`config.mk`:
```
export PLATFORM = sky130hd
export DESIGN_NAME = gdt_timer
export DESIGN_NICKNAME = d
export VERILOG_FILES = /design/src/inc/gdt_pkg.sv /design/src/logic/gdt_pin_sync.sv /design/src/logic/gdt_rst_sync.sv /design/src/logic/gdt_timer.sv
export SDC_FILE = /design/constraint.sdc
export NUM_CORES = 1
export LEC_CHECK = 0
export ABC_AREA = 1
export BUFFER_PORTS_ARGS = -buffer_cell sky130_fd_sc_hd__buf_2
export CAP_MARGIN = 40
export CORE_MARGIN = 5
export CORE_UTILIZATION = 28
export CTS_CLUSTER_DIAMETER = 50
export DETAILED_ROUTE_END_ITERATION = 12
export REMOVE_ABC_BUFFERS = 1
export SYNTH_ARGS = -nofsm -noshare
export SYNTH_HDL_FRONTEND = slang
export SYNTH_HIERARCHICAL = 1
export SYNTH_SLANG_ARGS = --single-unit
```
`constraint.sdc`:
```
create_clock -name clock -period 1.79 [get_ports clock]
set_clock_uncertainty 0.1 [all_clocks]
set_input_delay 0.2685 -clock clock [delete_from_list [all_inputs] [get_ports clock]]
set_output_delay 0.2685 -clock clock [all_outputs]
set_load 0.01 [all_outputs]
```
`src/inc/gdt_pkg.sv`:
```
// Shared constants and carrier types for the guard timer block.
// Assumes one 20 MHz system clock; the low-speed oscillator arrives as a sampled pin.
package gdt_pkg;

  // Register offsets (byte addresses on APB)
  localparam logic [11:0] OFF_CTRL = 12'h000;
  localparam logic [11:0] OFF_STAT = 12'h004;

  // guard_ctrl field positions
  localparam int CTRL_KEY_LSB  = 4;
  localparam int CTRL_EN_BIT   = 3;
  localparam int CTRL_MODE_BIT = 2;
  localparam int CTRL_ISEL_LSB = 0;

  // guard_stat field positions
  localparam int STAT_FLAG_BIT  = 0;
  localparam int STAT_IEN_BIT   = 1;
  localparam int STAT_RUN_BIT   = 2;
  localparam int STAT_ARMED_BIT = 3;
  localparam int STAT_EXP_BIT   = 4;

  // Values after reset
  localparam logic [7:0]  CTRL_RESET  = 8'h00;
  localparam logic [14:0] CNT_RESET   = 15'h0000;
  localparam logic [31:0] RDATA_RESET = 32'h00000000;

  // Clear keys and modes
  localparam logic [3:0] KEY_FIRST  = 4'ha;
  localparam logic [3:0] KEY_SECOND = 4'h5;
  localparam logic       MODE_WDOG  = 1'b0;
  localparam logic       MODE_TIMER = 1'b1;

  // Terminal counts minus one, by interval_sel code
  localparam logic [14:0] TERM_SEL0 = 15'h7fff;  // 32768 periods
  localparam logic [14:0] TERM_SEL1 = 15'h1fff;  // 8192 periods
  localparam logic [14:0] TERM_SEL2 = 15'h01ff;  // 512 periods
  localparam logic [14:0] TERM_SEL3 = 15'h003f;  // 64 periods

  typedef enum logic [2:0] {
    PWR_ACTIVE = 3'h0,
    PWR_MODE_0 = 3'h1,
    PWR_MODE_1 = 3'h2,
    PWR_MODE_2 = 3'h3,
    PWR_MODE_3 = 3'h4
  } gdt_pwr_type;

  // Clear-sequence tracker
  typedef enum logic {
    KEY_IDLE  = 1'b0,
    KEY_ARMED = 1'b1
  } gdt_key_type;

  typedef struct packed {
    logic [3:0] key;
    logic       en;
    logic       mode;
    logic [1:0] isel;
  } gdt_ctrl_type;

  typedef struct packed {
    gdt_ctrl_type ctrl;
    logic         irq_flag;
    logic         irq_en;
    logic [14:0]  cnt;
    gdt_key_type  armed;
    logic         expired;
    logic         ls_prev;
    logic         rst_pulse;
    logic         irq;
    logic         pready;
    logic         pslverr;
    logic [31:0]  prdata;
  } gdt_state_type;

  typedef struct packed {
    logic s1;
    logic s2;
    logic s3;
    logic lvl;
  } gdt_sync_type;

  typedef struct packed {
    logic r1;
    logic r2;
  } gdt_rsync_type;

  // Interval code to last count value before the terminal event
  function automatic logic [14:0] gdt_term(input logic [1:0] isel);
    case (isel)
      2'h0:    gdt_term = TERM_SEL0;
      2'h1:    gdt_term = TERM_SEL1;
      2'h2:    gdt_term = TERM_SEL2;
      default: gdt_term = TERM_SEL3;
    endcase
  endfunction

endpackage

```
`src/logic/gdt_pin_sync.sv`:
```
// Three-stage sampler for a pin from outside the clock domain.
// A change counts only once the second and third stages agree.
`timescale 1ns/1ps
module gdt_pin_sync (
  input  wire logic clock,
  input  wire logic rs_n,
  input  wire logic pin,
  output logic      lvl
);
  gdt_pkg::gdt_sync_type q;
  gdt_pkg::gdt_sync_type d;

  // First stage feeds only the second
  always_comb begin
    d    = q;
    d.s1 = pin;
    d.s2 = q.s1;
    d.s3 = q.s2;
    if (q.s2 == q.s3) begin
      d.lvl = q.s3;
    end
  end

  always_ff @(posedge clock or negedge rs_n) begin
    if (!rs_n) begin
      q <= '0;
    end else begin
      q <= d;
    end
  end

  assign lvl = q.lvl;
endmodule

```
`src/logic/gdt_rst_sync.sv`:
```
// Reset release synchroniser for the guard timer.
// Assumes rst_n may fall at any time; release is aligned to clock.
`timescale 1ns/1ps
module gdt_rst_sync (
  input  wire logic clock,
  input  wire logic rst_n,
  output logic      rs_n
);
  gdt_pkg::gdt_rsync_type q;
  gdt_pkg::gdt_rsync_type d;

  // Shift a one in after release
  always_comb begin
    d    = q;
    d.r1 = 1'b1;
    d.r2 = q.r1;
  end

  // Assert at once, release two edges later
  always_ff @(posedge clock or negedge rst_n) begin
    if (!rst_n) begin
      q <= '0;
    end else begin
      q <= d;
    end
  end

  assign rs_n = q.r2;
endmodule

```
`src/logic/gdt_timer.sv`:
```
// Guard timer: watchdog or interval timer on a 15-bit low-speed counter, APB registers.
// Assumes the low-speed oscillator is a slow pin, power mode comes from same-clock logic,
// and the chip answers sys_reset_req by resetting this block.
//
// Implementation choices: register access over APB and the register addresses.
`timescale 1ns/1ps

module gdt_timer (
  input  wire logic        clock,
  input  wire logic        rst_n,
  input  wire logic        ls_clk,
  input  wire logic [2:0]  pwr_mode,
  input  wire logic        psel,
  input  wire logic        penable,
  input  wire logic        pwrite,
  input  wire logic [11:0] paddr,
  input  wire logic [31:0] pwdata,
  output logic [31:0]      prdata,
  output logic             pready,
  output logic             pslverr,
  output logic             sys_reset_req,
  output logic             guard_irq
);

  gdt_pkg::gdt_state_type q;
  gdt_pkg::gdt_state_type d;
  gdt_pkg::gdt_ctrl_type  wctrl;
  logic                   rs_n;
  logic                   ls_lvl;
  logic                   ls_rise;
  logic                   ls_any;
  logic                   acc_setup;
  logic                   acc_done;
  logic                   hit_ctrl;
  logic                   hit_stat;
  logic                   wr_ctrl;
  logic                   wr_stat;
  logic                   wdog;
  logic                   wdog_lock;
  logic                   deep;
  logic                   sleep1;
  logic                   tick;
  logic                   at_term;
  logic                   clr_wd;
  logic                   clr_tm;
  logic [31:0]            stat_word;

  // Reset release and low-speed clock sampling
  gdt_rst_sync u_rst (
    .clock (clock),
    .rst_n (rst_n),
    .rs_n  (rs_n)
  );

  gdt_pin_sync u_ls (
    .clock (clock),
    .rs_n  (rs_n),
    .pin   (ls_clk),
    .lvl   (ls_lvl)
  );

  // Slow-clock edges seen in the system domain
  assign ls_rise = ls_lvl & ~q.ls_prev;
  assign ls_any  = ls_lvl ^ q.ls_prev;

  // APB decode; one wait state so read data can come from a flop
  assign acc_setup = psel & penable & ~q.pready;
  assign acc_done  = psel & penable & q.pready;
  assign hit_ctrl  = (paddr == gdt_pkg::OFF_CTRL);
  assign hit_stat  = (paddr == gdt_pkg::OFF_STAT);
  assign wr_ctrl   = acc_done & pwrite & hit_ctrl;
  assign wr_stat   = acc_done & pwrite & hit_stat;
  assign wctrl     = gdt_pkg::gdt_ctrl_type'(pwdata[7:0]);

  // Mode and power qualifiers
  assign wdog      = (q.ctrl.mode == gdt_pkg::MODE_WDOG);
  assign wdog_lock = q.ctrl.en & wdog;
  assign deep      = (pwr_mode == gdt_pkg::PWR_MODE_2) | (pwr_mode == gdt_pkg::PWR_MODE_3);
  assign sleep1    = (pwr_mode == gdt_pkg::PWR_MODE_1);
  assign tick      = ls_rise & q.ctrl.en & ~deep;
  // Compare as at-or-above so a shortened interval still times out
  assign at_term   = (q.cnt >= gdt_pkg::gdt_term(q.ctrl.isel));

  // Clear requests; the key field only listens while enabled
  assign clr_wd = wr_ctrl & wdog_lock & (wctrl.key == gdt_pkg::KEY_SECOND)
                  & (q.armed == gdt_pkg::KEY_ARMED);
  assign clr_tm = wr_ctrl & q.ctrl.en & ~wdog & wctrl.key[0];

  // Status word: flag, enable, running, armed, expired-in-sleep
  always_comb begin
    stat_word = gdt_pkg::RDATA_RESET;
    stat_word[gdt_pkg::STAT_FLAG_BIT]  = q.irq_flag;
    stat_word[gdt_pkg::STAT_IEN_BIT]   = q.irq_en;
    stat_word[gdt_pkg::STAT_RUN_BIT]   = q.ctrl.en & ~deep;
    stat_word[gdt_pkg::STAT_ARMED_BIT] = (q.armed == gdt_pkg::KEY_ARMED);
    stat_word[gdt_pkg::STAT_EXP_BIT]   = q.expired;
  end

  // Next-state logic; later assignments take priority
  always_comb begin
    d           = q;
    d.pready    = 1'b0;
    d.pslverr   = 1'b0;
    d.rst_pulse = 1'b0;
    d.ls_prev   = ls_lvl;

    // Bus answer a cycle after the access phase opens
    if (acc_setup) begin
      d.pready  = 1'b1;
      d.pslverr = ~(hit_ctrl | hit_stat);
      d.prdata  = gdt_pkg::RDATA_RESET;
      if (hit_ctrl) begin
        d.prdata[7:0] = {q.ctrl.key, q.ctrl.en, q.ctrl.mode, q.ctrl.isel};
      end else if (hit_stat) begin
        d.prdata = stat_word;
      end
    end

    // The clear window lasts until the next slow-clock edge: half a period
    if (ls_any) begin
      d.armed = gdt_pkg::KEY_IDLE;
    end

    // Counting and terminal events
    if (!q.ctrl.en) begin
      d.cnt = gdt_pkg::CNT_RESET;
    end else if (tick) begin
      if (at_term) begin
        d.cnt = gdt_pkg::CNT_RESET;
        if (wdog) begin
          // In power_mode_1 the timeout is held back until wake
          if (sleep1) begin
            d.expired = 1'b1;
          end else begin
            d.rst_pulse = 1'b1;
          end
        end else begin
          d.irq_flag = 1'b1;
        end
      end else begin
        d.cnt = q.cnt + 15'h0001;
      end
    end

    // Held timeout fires once the chip leaves power_mode_1 for a mode other than deep sleep
    if (q.expired && !sleep1 && !deep) begin
      d.rst_pulse = 1'b1;
      d.expired   = 1'b0;
    end

    // Control register write
    if (wr_ctrl) begin
      d.ctrl.isel = wctrl.isel;
      if (!wdog_lock) begin
        d.ctrl.mode = wctrl.mode;
        d.ctrl.en   = wctrl.en;
        if (!q.ctrl.en && wctrl.en) begin
          d.cnt = gdt_pkg::CNT_RESET;
        end
      end
      if (q.ctrl.en) begin
        d.ctrl.key = wctrl.key;
        if (wdog) begin
          case (q.armed)
            gdt_pkg::KEY_IDLE: begin
              if (wctrl.key == gdt_pkg::KEY_FIRST) begin
                d.armed = gdt_pkg::KEY_ARMED;
              end
            end
            gdt_pkg::KEY_ARMED: begin
              // A wrong second key drops the sequence, except KEY_FIRST again, which keeps it armed
              d.armed = (wctrl.key == gdt_pkg::KEY_FIRST) ? gdt_pkg::KEY_ARMED : gdt_pkg::KEY_IDLE;
            end
            default: begin
              d.armed = gdt_pkg::KEY_IDLE;
            end
          endcase
        end
      end
    end

    // A completed clear beats a timeout in the same cycle
    if (clr_wd) begin
      d.cnt       = gdt_pkg::CNT_RESET;
      d.expired   = 1'b0;
      d.rst_pulse = 1'b0;
    end
    if (clr_tm) begin
      d.cnt = gdt_pkg::CNT_RESET;
    end

    // Status write: enable is plain, flag is write-one-to-clear, a new event wins
    if (wr_stat) begin
      d.irq_en = pwdata[gdt_pkg::STAT_IEN_BIT];
      if (pwdata[gdt_pkg::STAT_FLAG_BIT] && !(tick && at_term && !wdog)) begin
        d.irq_flag = 1'b0;
      end
    end

    // Deep sleep: counter and sequence cleared, configuration kept
    if (deep) begin
      d.cnt       = gdt_pkg::CNT_RESET;
      d.armed     = gdt_pkg::KEY_IDLE;
      d.expired   = 1'b0;
      d.rst_pulse = 1'b0;
    end

    // Interrupt only from timer mode
    d.irq = q.irq_flag & q.irq_en & ~wdog;
  end

  // Whole state registered together
  always_ff @(posedge clock or negedge rs_n) begin
    if (!rs_n) begin
      q         <= '0;
      q.ctrl    <= gdt_pkg::gdt_ctrl_type'(gdt_pkg::CTRL_RESET);
      q.cnt     <= gdt_pkg::CNT_RESET;
      q.armed   <= gdt_pkg::KEY_IDLE;
      q.prdata  <= gdt_pkg::RDATA_RESET;
    end else begin
      q <= d;
    end
  end

  assign prdata        = q.prdata;
  assign pready        = q.pready;
  assign pslverr       = q.pslverr;
  assign sys_reset_req = q.rst_pulse;
  assign guard_irq     = q.irq;
endmodule
```
## After elaboration in Yosys (flattened, before gate mapping)

Cells that the tools add are included.

- Input port bits: 53
- Bits in latches: 0
- RAM bits: 0
- Memories: 0
- Word-level logic and storage cells: 122
- Memory bits (read-only): 0
- Register bits: 70
- Output and inout port bits: 36

- Eq/ne operators: 10
- Order comparisons: 1
- Shifts and indexed selects: 0
- Reduce and logical (&&, ||, !) cells: 19
- Divide/modulo/power cells: 0
- Multiply operators: 0
- Muxes and demuxes: 41
- $add $sub $neg: 1
- Bitwise logic cells: 29

Operators by type and width:

| operator | number |
|---|---|
| 15-bit 2-to-1 mux | 7 |
| 15-bit one-hot mux with 3 select lines | 1 |
| 34-bit 2-to-1 mux | 1 |
| 1-bit 2-to-1 mux | 25 |
| 24-bit 2-to-1 mux | 1 |
| 1-bit bitwise AND | 19 |
| 17-bit 2-to-1 mux | 1 |
| 16-bit 2-to-1 mux | 1 |
| 4-bit nonzero test | 4 |
| 15-bit by 1-bit adder with 15-bit output (second input constant) | 1 |
| 15-bit greater-or-equal comparator | 1 |
| 12-bit by 3-bit == test with 1-bit output (second input constant) | 1 |
| 12-bit logical NOT | 1 |
| 8-bit 2-to-1 mux | 1 |
| 1-bit NOT | 7 |
| 3-bit by 2-bit == test with 1-bit output (second input constant) | 2 |
| 1-bit logical AND | 6 |
| 5-bit 2-to-1 mux | 1 |
| 5-bit AND reduction | 1 |
| 4-bit by 3-bit == test with 1-bit output (second input constant) | 1 |
| 4-bit == test (second input constant) | 1 |
| 1-bit logical NOT | 4 |
| 4-bit by 1-bit != test with 1-bit output (second input constant) | 1 |
| 2-bit AND reduction | 2 |
| 9 further kinds | 10 |

## Logic depth before layout (Yosys ltp)

- Word-level depth: 12
- Mapped depth: 13
- Mapped depth without buffers: 12

## Modules after synthesis

Netlist, hierarchy kept.

By module, submodules not included:

| module | cells an instance | times used | area an instance (um^2) | sequential area each (um^2) |
|---|---|---|---|---|
| gdt_timer | 332 | 1 | 2570.0 | 1001.0 |
| gdt_pin_sync | 8 | 1 | 116.4 | 100.1 |
| gdt_rst_sync | 3 | 1 | 53.8 | 50.0 |

## Worst setup path before layout

No wires, ideal clock.

- Kind: register -> register
- From: register q[57] (netlist bit)
- To: register q[47] (netlist bit)
- Library setup time: 0.122 ns
- Path buffers: 1
- Stages on the path, launching flop included: 14
- Setup slack: -0.103 ns
- Clock period less this slack: 1.893 ns
- Required time: 1.568 ns
- Data arrival time: 1.671 ns
- Cells stage by stage: dfrtp_1 -> inv_1 -> nand2_1 -> ha_1 -> nand2_1 -> nor2_1 -> nand3_1 -> nor2_2 -> nand2_1 -> nand2_2 -> nand2_4 -> nand3_4 -> buf_12 -> nor2_2

RTL lines:

| element | line | text |
|---|---|---|
| start, declared | gdt_timer.sv:25 | `gdt_pkg::gdt_state_type q;` |

==> metrics.cfg <==
[finish]
layout-drive-gt1-share = 0.320
fin_cells = 545
fin_nets = 472
layout_common_cells = nand2_1, dfrtp_1, buf_2
antenna_cells = 0
syn_to_final_growth_pct = 26.1
final_common_cell = nand2_1

[clock_network]
numCtsBuffers = 5
cts_buffer_depth = 2
cts.clk_slew.worst_paths_ns = 0.09
clk_latency_ns = 0.30
cts_tree = built
cts-root-buf = clkbuf_8
clock-sinks = 46
htreeDepth = 2

[critical_path]
r2r_slack_ns = -0.06
startpoint_type = flip-flop
slowest_stage = dfrtp_1
crit_path_end_kind = flip-flop
arrival_ns = 1.99
critPathMaxStageDelay_ns = 0.40
path_class = reg -> reg
cpMostUsedCell = nand2_4
crit_path_cell_trace = inv_2, nand2_4, ha_4, nand2_4, nor2_4, buf_4, a21oi_4, nand2_2, nand2_4, nand3_4, nor2_4
cp.required_ns = 1.93
critPathMaxFanout = 6

[sta]
max-slew-margin-rel = 0.619
rsz0062_at_grt = yes
period_minus_slack_ns = 1.85
finalWorstSetupSlack_ns = -0.0617
hold_viol_final = 0
fmax_ghz = 0.540
finalSetupViolations = 16
whs_ns = 0.0810
worstMarginPinSlew_ns = 0.572
finalCritPeriodShare = 1.03
final-max-slew-violation-count = 0

[grt]
first_global_vias = 2272
antenna_found_initial = 0
grt_usage = 0.112
grt_start_max_net_pins = 45
overflow = 0
grt_pass1_wl_um = 10600

[min_path]
hold_class = in -> reg

[detailed_routing]
route.detailed.drc = 0
drt_wl_total_um = 6160
viasPerCell = 4.19
detail-route-antenna-nets = 0
drt_iter0_drc = 105
vias = 2282
wl_per_cell_um = 11.3
dr.pass1.iters = 4

[power]
power_leakage_nw = 1.73
powerDensity_nw_per_um2 = 569
peakVddDrop_mv = 0.403

[die]
core_um2 = 9640
dieArea_um2 = 11900
start_util = 0.284
ioPinCount = 89
die_w_um = 109
row_count = 36
die_y_um = 109

[placement]
numPortBuffers = 40
place.gp.congestion = 0.776
dp_hpwl_um = 4590
place_inst = 530

[logic_synthesis]
synthCells = 343
ys_types = 32
synthesis.area_um2 = 2740
ys_seq_elements = 46
yosys_warnings = 6
synth.yosys.seq_area_share = 0.420
synth_area_per_cell_um2 = 7.99

[flow_run]
drv_cap = 0

[outcome]
violations = negative setup slack
status = complete, but fails checks

## area by class of cell
| class | instances | area, um2 |
|---|---|---|
| multi-input cells | 242 | 1440 |
| clock inverters | 1 | 5.00 |
| repair buffers | 70 | 438 |
| well taps | 133 | 166 |
| flip-flops and latches | 46 | 1150 |
| clock buffers | 7 | 86.3 |
| fillers | 1042 | 6180 |
| inverters | 46 | 173 |
## per-layer routing
metal	global-route usage	wire length, um
met1	0.144	2700
met4	0.0298	82
met2	0.192	3140
met3	0.0201	243
met5	0	0
## sequential cells by signal (all words and copies together) (netlist names)
name / cells
q: 28
prdata: 8
u_ls/d: 2
guard_irq: 1
pready: 1
pslverr: 1
sys_reset_req: 1
u_ls/lvl: 1
u_ls/q: 1
u_rst/d: 1
u_rst/rs_n: 1
## critical path, delay by kind of cell (launching register included)
family / cells / cell delay, ns
DFF: 1 / 0.40
buffers and inverters: 2 / 0.21
AOI/OAI and AO/OA: 1 / 0.13
and+or+nand+nor: 7 / 0.70
adders and majority gates: 1 / 0.25
## Yosys cell counts (all sizes together)
library cell,instances,area [um2]
inv,45,169
nand4,7,43.8
and2,1,6.26
nand3,22,145
a31oi,1,6.26
dfrtp,46,1150
nor2,53,259
o31ai,1,7.51
nor3,4,30.0
o21ai,15,75.1
nand2,79,309
conb,2,7.51
ha,8,100
o21a,1,7.51
clkinv,1,3.75
o2bb2ai,1,8.76
nand3b,2,15.0
buf,33,260
o22ai,2,12.5
xor2,5,43.8
o211ai,2,15.0
xnor2,1,8.76
a21oi,11,55.1
## where the power goes
group / switching (mW) / internal (mW) / total (mW) / leakage (nW)
clock network: 0.355 / 0.312 / 0.668 / 0.0482
logic: 0.140 / 0.0778 / 0.218 / 1.08
registers: 0.0175 / 1.06 / 1.08 / 0.602
## stage by stage
step | power, mW | TNS, ns | worst slack, ns | utilization | instance area [um2]
final | 1.97 | -0.629 | -0.0617 | 0.359 | 3460
after global routing | 2.06 | -3.61 | -0.224 | 0.359 | 3460
after CTS | 1.99 | -0.429 | -0.0401 | 0.353 | 3400
after detailed placement | 1.31 | -2.33 | -0.179 | 0.323 | 3110
after global placement | 1.31 | -1.76 | -0.154 | 0.323 | 3110
after floorplan | 1.23 | -0.623 | -0.0784 | - | 2570
## path summary, 6_finish.rpt
| check | startpoint | endpoint | cells past startpoint |
|---|---|---|---|
| worst min-delay path | pwdata[3] | q[59] | 3 |
| worst max-delay path | q[56] | q[43] | 11 |
| min in group asynchronous | rst_n | u_rst/rs_n | 2 |
| max in group asynchronous | u_rst/rs_n | prdata[2] | 1 |
| worst min register to register | u_rst/rs_n | q[40] | 1 |
| worst max register to register | q[56] | q[43] | 11 |
## what timing repair did
item                                    4_1_cts  5_1_grt
cloned                                        1        0
setup buffers                                 4        0
hold buffers                                  2        0
pin swaps                                    16        6
endpoints found under the setup margin       18       18
endpoints found under the hold margin         3        0
gates resized for setup                      26       11
## cell families after synthesis
family                   synth area share
AO/OA/AOI/OAI                      0.0685
AND/OR/NAND/NOR                     0.295
adder cells (fa/ha/maj)            0.0365
flip-flops                          0.420
other                             0.00274
buffers and inverters               0.158
XOR/XNOR                           0.0192
(Power assumes the default switching activity.)
